--- src/design/sensor_ctrl_defines.svh ---
// Constants for the sensor serial control and frame trigger block
// Behaviour
// - Command is one control bit, 7-bit address, then 8 data bits.
// - Control bit 0 on the serial input marks a register read.
// - On a read, data leaves MSB first right after address LSB.
// - Serial input is sampled on each rising serial clock edge.
// - Enable held high lets commands follow back to back in a burst.
// - Idle-only registers change only while idle with no read-out running, or in overhead period.
// - Writes to read-only registers 88, 89 and 90 are ignored.
// - Falling edge of system reset restores every register default; the drop flag in register 90 is not cleared by it.
// - Bit 0 of register 40 selects internal (0) or external (1) mode.
// - Registers 54-55 give frames per request; spacing gives full rate.
// - Internal mode: request level starts exposure, count, overhead, read-out.
// - Internal mode delays exposure so read-outs never overlap.
// - External mode: group A starts exposure, request starts overhead.
// - Group B input drives second pixel group; both inputs level sensitive.
`ifndef SENSOR_CTRL_DEFINES_SVH
`define SENSOR_CTRL_DEFINES_SVH

// ==========================================================
// Register map
`define REG_MODE 7'h28
`define REG_EXP0 7'h29
`define REG_EXP1 7'h2A
`define REG_EXP2 7'h2B
`define REG_FRM_LO 7'h36
`define REG_FRM_HI 7'h37
`define REG_GATE 7'h7B
`define REG_TEMP_LO 7'h58
`define REG_TEMP_HI 7'h59
`define REG_STATUS 7'h5A

// ==========================================================
// Reset values
`define DEF_MODE 8'h00
`define DEF_EXP 24'h000100
`define DEF_FRAMES 16'h0001
`define DEF_GATE 8'h00

// ==========================================================
// Status register bits
`define ST_BUSY_BIT 0
`define ST_READ_BIT 1
`define ST_DROP_BIT 2
`define ST_MODE_BIT 3

// ==========================================================
// Timing
`define CLK_NS 20
`define OVH_NS 20000
`define OVH_CYC ((`OVH_NS + `CLK_NS - 1) / `CLK_NS)
`define READOUT_NS 1000000
`define READOUT_CYC ((`READOUT_NS + `CLK_NS - 1) / `CLK_NS)
`define CMD_BITS 5'h10
`define ADDR_LAST 5'h07

`endif

--- src/design/sensor_ctrl_pkg.sv ---
// Types shared by the sensor control block
package sensor_ctrl_pkg;

    // Frame sequencer phases
    typedef enum logic [2:0] {
        ST_IDLE = 3'b001,
        ST_EXPOSE = 3'b010,
        ST_OVERHEAD = 3'b100
    } seq_state_t;

    // Synchronised pin group
    typedef struct packed {
        logic spi_clk;
        logic spi_en;
        logic spi_in;
        logic freq;
        logic grp_a;
        logic grp_b;
        logic sys_rst_n;
    } pins_t;

    // Register store write port
    typedef struct packed {
        logic we;
        logic [6:0] addr;
        logic [7:0] data;
    } wr_port_t;

    // Sequencer status seen outside
    typedef struct packed {
        logic exposing_a;
        logic exposing_b;
        logic overhead;
        logic readout;
    } seq_status_t;

endpackage

--- src/design/reg_store.sv ---
// Register storage with registered read data
`timescale 1ns/10ps
`default_nettype none
module reg_store #(
    parameter int AW = 7,
    parameter int DW = 8
) (
    input wire logic clk_i,
    input wire logic we_i,
    input wire logic [AW-1:0] waddr_i,
    input wire logic [DW-1:0] wdata_i,
    input wire logic [AW-1:0] raddr_i,
    output logic [DW-1:0] rdata_o
);
    logic [DW-1:0] mem_r [0:(1<<AW)-1];

    // ==========================================================
    // Write and registered read; contents are set by the sweep after reset
    always_ff @(posedge clk_i) begin
        if (we_i) begin
            mem_r[waddr_i] <= wdata_i;
        end
        rdata_o <= mem_r[raddr_i];
    end
endmodule
`default_nettype wire

--- src/design/sensor_ctrl.sv ---
// Serial register port and frame sequencer of the image sensor front end
`timescale 1ns/10ps
`default_nettype none
`include "sensor_ctrl_defines.svh"
module sensor_ctrl #(
    parameter int unsigned OVH_CYCLES = `OVH_CYC,
    parameter int unsigned READOUT_CYCLES = `READOUT_CYC
) (
    input wire logic clk_i,
    input wire logic rst_n_i,
    input wire logic system_reset_n_i,
    input wire logic spi_en_i,
    input wire logic spi_clk_i,
    input wire logic spi_in_i,
    input wire logic frame_req_i,
    input wire logic exposure_group_a_pulse_i,
    input wire logic exposure_group_b_pulse_i,
    input wire logic [15:0] temperature_i,
    output logic spi_out_o,
    output logic clock_gate_o,
    output sensor_ctrl_pkg::seq_status_t seq_status_o
);
    import sensor_ctrl_pkg::*;

    localparam logic [23:0] OVH_LD = 24'(OVH_CYCLES);
    localparam logic [23:0] RD_LD = 24'(READOUT_CYCLES);
    // Literal macros cannot be sliced directly, so give them names first
    localparam logic [7:0] DEF_MODE_V = `DEF_MODE;
    localparam logic [23:0] DEF_EXP_V = `DEF_EXP;
    localparam logic [15:0] DEF_FRAMES_V = `DEF_FRAMES;
    localparam logic [7:0] DEF_GATE_V = `DEF_GATE;

    // ==========================================================
    // Address classes
    function automatic logic is_ro(input logic [6:0] a);
        is_ro = (a == `REG_TEMP_LO) || (a == `REG_TEMP_HI) || (a == `REG_STATUS);
    endfunction

    function automatic logic is_idle_only(input logic [6:0] a);
        is_idle_only = (a >= 7'h01 && a <= 7'h26) || a == 7'h36 || a == 7'h50
            || a == 7'h52 || a == 7'h76;
    endfunction

    function automatic logic [7:0] default_of(input logic [6:0] a);
        logic [7:0] v;
        v = 8'h00;
        case (a)
            `REG_MODE: v = DEF_MODE_V;
            `REG_EXP0: v = DEF_EXP_V[7:0];
            `REG_EXP1: v = DEF_EXP_V[15:8];
            `REG_EXP2: v = DEF_EXP_V[23:16];
            `REG_FRM_LO: v = DEF_FRAMES_V[7:0];
            `REG_FRM_HI: v = DEF_FRAMES_V[15:8];
            `REG_GATE: v = DEF_GATE_V;
            default: v = 8'h00;
        endcase
        default_of = v;
    endfunction

    // ==========================================================
    // Pin synchronisers; logic reads the second stage and its edge copy
    pins_t pins_raw;
    pins_t s1_r;
    pins_t s2_r;
    pins_t prev_r;

    assign pins_raw = '{spi_clk: spi_clk_i, spi_en: spi_en_i, spi_in: spi_in_i,
        freq: frame_req_i, grp_a: exposure_group_a_pulse_i,
        grp_b: exposure_group_b_pulse_i, sys_rst_n: system_reset_n_i};

    // Two flops per pin, plus a copy of stage two for edges
    always_ff @(posedge clk_i) begin
        s1_r <= pins_raw;
        s2_r <= s1_r;
        prev_r <= s2_r;
    end

    wire sck_rise = s2_r.spi_clk & ~prev_r.spi_clk;
    wire sck_fall = ~s2_r.spi_clk & prev_r.spi_clk;
    wire freq_rise = s2_r.freq & ~prev_r.freq;
    wire sys_fall = ~s2_r.sys_rst_n & prev_r.sys_rst_n;

    // ==========================================================
    // Serial command state
    logic [4:0] bit_cnt_r;
    logic [14:0] shift_r;
    logic [6:0] addr_r;
    logic wr_cmd_r;
    logic [7:0] out_sh_r;
    logic drop_r;
    logic sweep_r;
    logic [6:0] sweep_cnt_r;
    logic [7:0] rdata;
    logic [7:0] rd_value;
    logic quiet;
    logic [7:0] status_byte;
    wr_port_t wp;
    // Control copies and sequencer state, declared early for the status view
    logic mode_r;
    logic [23:0] exp_time_r;
    logic [15:0] frames_r;
    logic gate_r;
    seq_state_t state_r;
    seq_state_t state_nxt;
    logic [23:0] exp_cnt_r;
    logic [23:0] ovh_cnt_r;
    logic [23:0] rd_cnt_r;
    logic [15:0] frames_left_r;

    wire commit = s2_r.spi_en & sck_fall & (bit_cnt_r == `CMD_BITS);
    wire spi_wr = commit & wr_cmd_r;
    wire ro_hit = is_ro(addr_r);
    wire guard_hit = is_idle_only(addr_r) & ~quiet;
    wire wr_ok = spi_wr & ~ro_hit & ~guard_hit;
    wire load_out = s2_r.spi_en & sck_fall & (bit_cnt_r == 5'h08) & ~wr_cmd_r;
    wire status_rd = load_out & (addr_r == `REG_STATUS);

    // Serial shift; a burst simply wraps the counter while enable stays high
    always_ff @(posedge clk_i) begin
        if (!rst_n_i || !s2_r.spi_en) begin
            bit_cnt_r <= 5'h00;
            shift_r <= 15'h0000;
            addr_r <= 7'h00;
            wr_cmd_r <= 1'b0;
        end else if (sck_rise && bit_cnt_r != `CMD_BITS) begin
            shift_r <= {shift_r[13:0], s2_r.spi_in};
            bit_cnt_r <= bit_cnt_r + 5'h01;
            if (bit_cnt_r == `ADDR_LAST) begin
                addr_r <= {shift_r[5:0], s2_r.spi_in};
                wr_cmd_r <= shift_r[6];
            end
        end else if (commit) begin
            bit_cnt_r <= 5'h00;
        end
    end

    // Read data leaves on falling edges, MSB first, idle low otherwise
    always_ff @(posedge clk_i) begin
        if (!rst_n_i || !s2_r.spi_en) begin
            out_sh_r <= 8'h00;
            spi_out_o <= 1'b0;
        end else if (load_out) begin
            out_sh_r <= {rd_value[6:0], 1'b0};
            spi_out_o <= rd_value[7];
        end else if (sck_fall && bit_cnt_r > 5'h08) begin
            out_sh_r <= {out_sh_r[6:0], 1'b0};
            spi_out_o <= out_sh_r[7];
        end
    end

    // ==========================================================
    // Read-only view: temperature word and live status
    assign status_byte = {4'h0, mode_r, drop_r, rd_cnt_r != 24'h0, state_r != ST_IDLE};
    assign rd_value = (addr_r == `REG_TEMP_LO) ? temperature_i[7:0] :
        (addr_r == `REG_TEMP_HI) ? temperature_i[15:8] :
        (addr_r == `REG_STATUS) ? status_byte : rdata;

    // Sticky flag for a refused idle-only write; a new refusal beats the read clear
    always_ff @(posedge clk_i) begin
        if (!rst_n_i) begin
            drop_r <= 1'b0;
        end else if (spi_wr && guard_hit && !ro_hit) begin
            drop_r <= 1'b1;
        end else if (status_rd) begin
            drop_r <= 1'b0;
        end
    end

    // ==========================================================
    // Default sweep after either reset; write port shared with the serial side
    always_ff @(posedge clk_i) begin
        if (!rst_n_i || sys_fall) begin
            sweep_r <= 1'b1;
            sweep_cnt_r <= 7'h00;
        end else if (sweep_r) begin
            sweep_cnt_r <= sweep_cnt_r + 7'h01;
            sweep_r <= (sweep_cnt_r != 7'h7F);
        end
    end

    // Writes during the sweep are lost; the master must wait anyway after reset
    assign wp.we = sweep_r | wr_ok;
    assign wp.addr = sweep_r ? sweep_cnt_r : addr_r;
    assign wp.data = sweep_r ? default_of(sweep_cnt_r) : shift_r[7:0];

    reg_store #(
        .AW(7),
        .DW(8)
    ) u_store (
        .clk_i(clk_i),
        .we_i(wp.we),
        .waddr_i(wp.addr),
        .wdata_i(wp.data),
        .raddr_i(addr_r),
        .rdata_o(rdata)
    );

    // ==========================================================
    // Control copies that steer the sequencer
    always_ff @(posedge clk_i) begin
        if (!rst_n_i) begin
            mode_r <= DEF_MODE_V[0];
            exp_time_r <= DEF_EXP_V;
            frames_r <= DEF_FRAMES_V;
            gate_r <= DEF_GATE_V[0];
        end else if (wp.we) begin
            if (wp.addr == `REG_MODE) mode_r <= wp.data[0];
            if (wp.addr == `REG_EXP0) exp_time_r[7:0] <= wp.data;
            if (wp.addr == `REG_EXP1) exp_time_r[15:8] <= wp.data;
            if (wp.addr == `REG_EXP2) exp_time_r[23:16] <= wp.data;
            if (wp.addr == `REG_FRM_LO) frames_r[7:0] <= wp.data;
            if (wp.addr == `REG_FRM_HI) frames_r[15:8] <= wp.data;
            if (wp.addr == `REG_GATE) gate_r <= wp.data[0];
        end
    end

    // ==========================================================
    // Frame sequencer; counters freeze while the input clock is gated
    wire run = ~gate_r;
    wire ext = mode_r;
    wire fits = ({1'b0, exp_time_r} + {1'b0, OVH_LD}) >= {1'b0, rd_cnt_r};
    wire trig = ~ext & s2_r.freq & (state_r == ST_IDLE) & (frames_left_r == 16'h0);
    wire int_start = ~ext & (state_r == ST_IDLE) & (frames_left_r != 16'h0) & fits;
    wire ext_start = ext & (state_r == ST_IDLE) & s2_r.grp_a;
    wire exp_done = ~ext & (state_r == ST_EXPOSE) & (exp_cnt_r <= 24'h1);
    wire ext_ovh = ext & freq_rise;
    wire ovh_done = (state_r == ST_OVERHEAD) & (ovh_cnt_r <= 24'h1);

    assign quiet = (state_r == ST_OVERHEAD) | ((state_r == ST_IDLE) & (rd_cnt_r == 24'h0));

    // Next phase; an external request overrides every other phase
    always_comb begin
        state_nxt = state_r;
        unique case (state_r)
            ST_IDLE: if (int_start || ext_start) state_nxt = ST_EXPOSE;
            ST_EXPOSE: if (exp_done) state_nxt = ST_OVERHEAD;
            ST_OVERHEAD: if (ovh_done) state_nxt = ST_IDLE;
            default: state_nxt = ST_IDLE;
        endcase
        if (ext_ovh) state_nxt = ST_OVERHEAD;
    end

    // Phase register and frame budget
    always_ff @(posedge clk_i) begin
        if (!rst_n_i || sweep_r) begin
            state_r <= ST_IDLE;
            frames_left_r <= 16'h0;
        end else if (run) begin
            state_r <= state_nxt;
            if (trig) frames_left_r <= frames_r;
            else if (int_start) frames_left_r <= frames_left_r - 16'h1;
        end
    end

    // Exposure, overhead and read-out countdowns
    always_ff @(posedge clk_i) begin
        if (!rst_n_i || sweep_r) begin
            exp_cnt_r <= 24'h0;
            ovh_cnt_r <= 24'h0;
            rd_cnt_r <= 24'h0;
        end else if (run) begin
            if (int_start) exp_cnt_r <= exp_time_r;
            else if (exp_cnt_r != 24'h0) exp_cnt_r <= exp_cnt_r - 24'h1;
            if (state_r != ST_OVERHEAD && state_nxt == ST_OVERHEAD) ovh_cnt_r <= OVH_LD;
            else if (ovh_cnt_r != 24'h0) ovh_cnt_r <= ovh_cnt_r - 24'h1;
            if (ovh_done && state_nxt == ST_IDLE) rd_cnt_r <= RD_LD;
            else if (rd_cnt_r != 24'h0) rd_cnt_r <= rd_cnt_r - 24'h1;
        end
    end

    // ==========================================================
    // Registered outputs; group B follows its own level in external mode
    always_ff @(posedge clk_i) begin
        if (!rst_n_i) begin
            seq_status_o <= '0;
            clock_gate_o <= 1'b0;
        end else begin
            seq_status_o.exposing_a <= state_r == ST_EXPOSE;
            seq_status_o.exposing_b <= (state_r == ST_EXPOSE) & (~ext | s2_r.grp_b);
            seq_status_o.overhead <= state_r == ST_OVERHEAD;
            seq_status_o.readout <= rd_cnt_r != 24'h0;
            clock_gate_o <= gate_r;
        end
    end
endmodule
`default_nettype wire

--- config.mk ---
export PLATFORM = sky130hd
export DESIGN_NAME = sensor_ctrl
export DESIGN_NICKNAME = d
export VERILOG_FILES = /design/src/design/sensor_ctrl_pkg.sv /design/src/design/reg_store.sv /design/src/design/sensor_ctrl.sv
export VERILOG_INCLUDE_DIRS = /design/src /design/src/design
export SDC_FILE = /design/constraint.sdc
export NUM_CORES = 2
export LEC_CHECK = 0
export BUFFER_PORTS_ARGS = -buffer_cell sky130_fd_sc_hd__buf_2
export CAP_MARGIN = 20
export CORE_MARGIN = 4
export CORE_UTILIZATION = 52
export DETAILED_ROUTE_END_ITERATION = 16
export HOLD_SLACK_MARGIN = 0.06
export PLACE_DENSITY_LB_ADDON = 0.3
export SLEW_MARGIN = 10
export SYNTH_ARGS = -nofsm -noshare
export SYNTH_HDL_FRONTEND = slang
export SYNTH_SLANG_ARGS = --single-unit
--- constraint.sdc ---
create_clock -name clk_i -period 6.75 [get_ports clk_i]
set_input_delay 1.0125 -clock clk_i [delete_from_list [all_inputs] [get_ports clk_i]]
set_output_delay 1.0125 -clock clk_i [all_outputs]
set_load 0.02 [all_outputs]
==> results.json <==
{
  "yosysWarningCount": 0,
  "drc": 0,
  "outcome": "complete, no violations",
  "hp-class": "reg2reg",
  "dieArea_sq_um": 102200,
  "cts-htree-levels": 3,
  "path_buf_inv": 1,
  "num_vias": 28290,
  "ys_seq_area_share_pct": 68.83,
  "cts_buffers": 115,
  "core_sq_um": 96570,
  "cts_hold_buf": 0,
  "slowest_stage": "o2111ai_1",
  "clock_skew_ps": 34.15,
  "slew_headroom_pct": 22.05,
  "rsz0062_at_grt": "false",
  "powerDensity_nw_per_um2": 266.8,
  "synth.distinct_cells": 80,
  "nets": 3076,
  "start_util_pct": 52.31,
  "path_class": "reg2reg",
  "peakVddDrop_mv": 0.2303,
  "worstSetupStartpointType": "flip-flop",
  "place.port_buffers": 30,
  "first_pass_iters": 6,
  "async_reset_ff_share_pct": 0,
  "period_share_pct": 72.02,
  "tightest_slew_ps": 1168,
  "rows": 114,
  "n_fill_cell": 6996,
  "chipHeight_microns": 319.7,
  "antenna_found_initial": 5,
  "placed_area_sq_um": 52180,
  "hold_viol": 0,
  "maxSlewViolCount": 0,
  "syn2layout_area_growth_pct": 11.26,
  "cts_tree": "done",
  "clkTransAtPathRegs_ps": 60,
  "postLayoutCellArea_sq_um": 56210,
  "total_power_w": 0.01500,
  "ant_nets": 0,
  "syn-instance-count": 2986,
  "wire_per_inst_microns": 27.61,
  "period_needed_ps": 4862,
  "clkLatencyLatePin_ps": 700,
  "synth_flop_cell": "edfxtp_1",
  "grt_max_degree": 148,
  "slowest_delay_ps": 780,
  "crit_required_ps": 7290,
  "die_w_microns": 319.7,
  "seq_area_sq_um": 34790,
  "synth-edff-count": 1024,
  "clk_path_buf_depth": 3,
  "grt_overflow": 0,
  "cts_root_buf": "clkbuf_16",
  "max_freq_mhz": 205.7,
  "drive_gt1_share_pct": 20.92,
  "via_per_inst": 6.437,
  "crit_chain": "or4_1, o31ai_1, nor2_1, and4_1, xor2_1, ha_1, nand3_1, nor4_1, nand2_1, o2111ai_1, o21ai_4, buf_16, a32oi_1, o21ai_0",
  "multiInputGateArea_sq_um": 14960,
  "cts_resized": 0,
  "crit_family": "compound AO/OA/AOI/OAI gates",
  "ios": 31,
  "fin_tns_setup_ps": 0,
  "gp_congestion": 0.8728,
  "grt_pass1_wl_microns": 183800,
  "netlist_area_sq_um": 50520,
  "grt_pass1_vias": 28217,
  "worstPathMaxFanout": 25,
  "grt_use_total_pct": 23.69,
  "cp-end-kind": "flip-flop",
  "avgSynthCellArea_sq_um": 16.92,
  "drt-total-wl_microns": 121300,
  "ys_ff_latch": 1225,
  "max_cap_viol_count": 0,
  "syn-num-nets": 3046,
  "cts_sinks": 1225,
  "drt_iter0_drc": 3669,
  "post_cts_buffers": 0,
  "dp_hpwl_microns": 75050,
  "worst_ep_arrival_time_ps": 5400,
  "setup_viol": 0,
  "post-route-util_pct": 58.21,
  "leakage_nw": 16.36
}
## Yosys cell counts (all sizes together), types with 17 or more instances
cell | count | share of area (%)
a21oi | 78 | 0.77
buf | 58 | 0.50
clkbuf | 119 | 0.88
dfxtp | 201 | 8.0
edfxtp | 1024 | 61
ha | 35 | 0.87
inv | 57 | 0.42
mux2i | 91 | 1.8
mux4 | 328 | 15
nand2 | 125 | 0.93
nand3 | 43 | 0.45
nand4 | 27 | 0.33
nor2 | 233 | 1.7
nor2b | 47 | 0.58
nor3 | 64 | 0.64
nor4 | 30 | 0.40
o211ai | 23 | 0.34
o21ai | 58 | 0.57
o31ai | 25 | 0.40
or3 | 25 | 0.31
or4 | 18 | 0.28
xnor2 | 17 | 0.29
## cells by family (layout without fill, tap and decap cells)
logic type	Yosys count	count (layout)	share of synthesized area, %
compound gates	345	345	4.664
buf+inv	234	365	1.803
xor+xnor	33	33	0.5721
mux	420	420	16.45
simple gates	694	694	6.811
flops	1225	1225	68.83
other cells	0	2	0
fa+ha+maj	35	35	0.8669
## final timing paths
check                           depth (start not counted)                    endpoint  slack, ps                  startpoint
worst max-delay path                                   14  exp_cnt_r[11]$_SDFFE_PP0P_       1890  exp_time_r[7]$_SDFFE_PN0P_
worst min-delay path                                    0             s2_r[1]$_DFF_P_        330             s1_r[1]$_DFF_P_
worst max register to register                         14  exp_cnt_r[11]$_SDFFE_PP0P_       1890  exp_time_r[7]$_SDFFE_PN0P_
worst min register to register                          0             s2_r[1]$_DFF_P_        330             s1_r[1]$_DFF_P_
## worst register-to-register path, cell delays in order (launching register included)
cell,delay [ps]
dfxtp_1,360
or4_1,630
o31ai_1,400
nor2_1,180
and4_1,240
xor2_1,150
ha_1,300
nand3_1,110
nor4_1,420
nand2_1,170
o2111ai_1,780
o21ai_4,370
buf_16,270
a32oi_1,220
o21ai_0,120
## per-stage QoR
step           setup slack, ps  cells  hold slack (ps)
2_1_floorplan            922.9   2986            309.6
5_1_grt                   1558   4393            338.8
6_report                  1888   4395            330.1
3_3_place_gp              1111   4168            312.3
3_5_place_dp              1974   4171            314.7
4_1_cts                   1919   4389            332.2
## cells in the final DEF (no fill, tap or decap), types with 42 or more instances in the layout
cell type and n:
edfxtp_1 1024, mux2i_1 91, o21ai_0 52, buf_4 52, nand3_1 42, clkbuf_16 118, nor2_1 232, a21oi_1 75
nor3_1 63, nand2_1 125, dfxtp_1 196, mux4_2 328, inv_1 55
## routing by layer
| layer | vias up | track usage, % | part of all wire [%] |
|---|---|---|---|
| li1 | 12044 | - | - |
| met4 | 2 | 6.506 | 2.5 |
| met1 | 14505 | 34.62 | 41 |
| met3 | 200 | 4.638 | 9.1 |
| met2 | 1539 | 37.01 | 47 |
| met5 | - | 0 | 0.011 |
## sequential cells by signal, summed over array words and instances, names as in the netlist, 8 cells and up
signal / flops
u_store.mem_r: 1024
rd_cnt_r: 24
u_store.rdata_o: 8
frames_left_r: 16
ovh_cnt_r: 24
frames_r: 16
exp_cnt_r: 24
shift_r: 8
exp_time_r: 24
## report_power, final
group | total (W) | internal [W] | switching (W)
sequential | 0.00811 | 0.00809 | 0.0000110
clock | 0.00677 | 0.00393 | 0.00283
combinational | 0.000127 | 0.0000419 | 0.0000854
total | 0.0150 | 0.0121 | 0.00293
## final cells by class
class                           count  share of cell area [%]
Inverter                           57                  0.3851
Antenna cell                        2                0.008904
Clock buffer                      139                   5.447
Sequential cell                  1225                   61.89
Multi-Input combinational cell   1527                   26.61
Timing Repair Buffer               90                   1.178
Tap cell                         1276                   2.840
Clock inverter                     79                   1.641
Note: power is estimated with default switching activity, not from simulation.
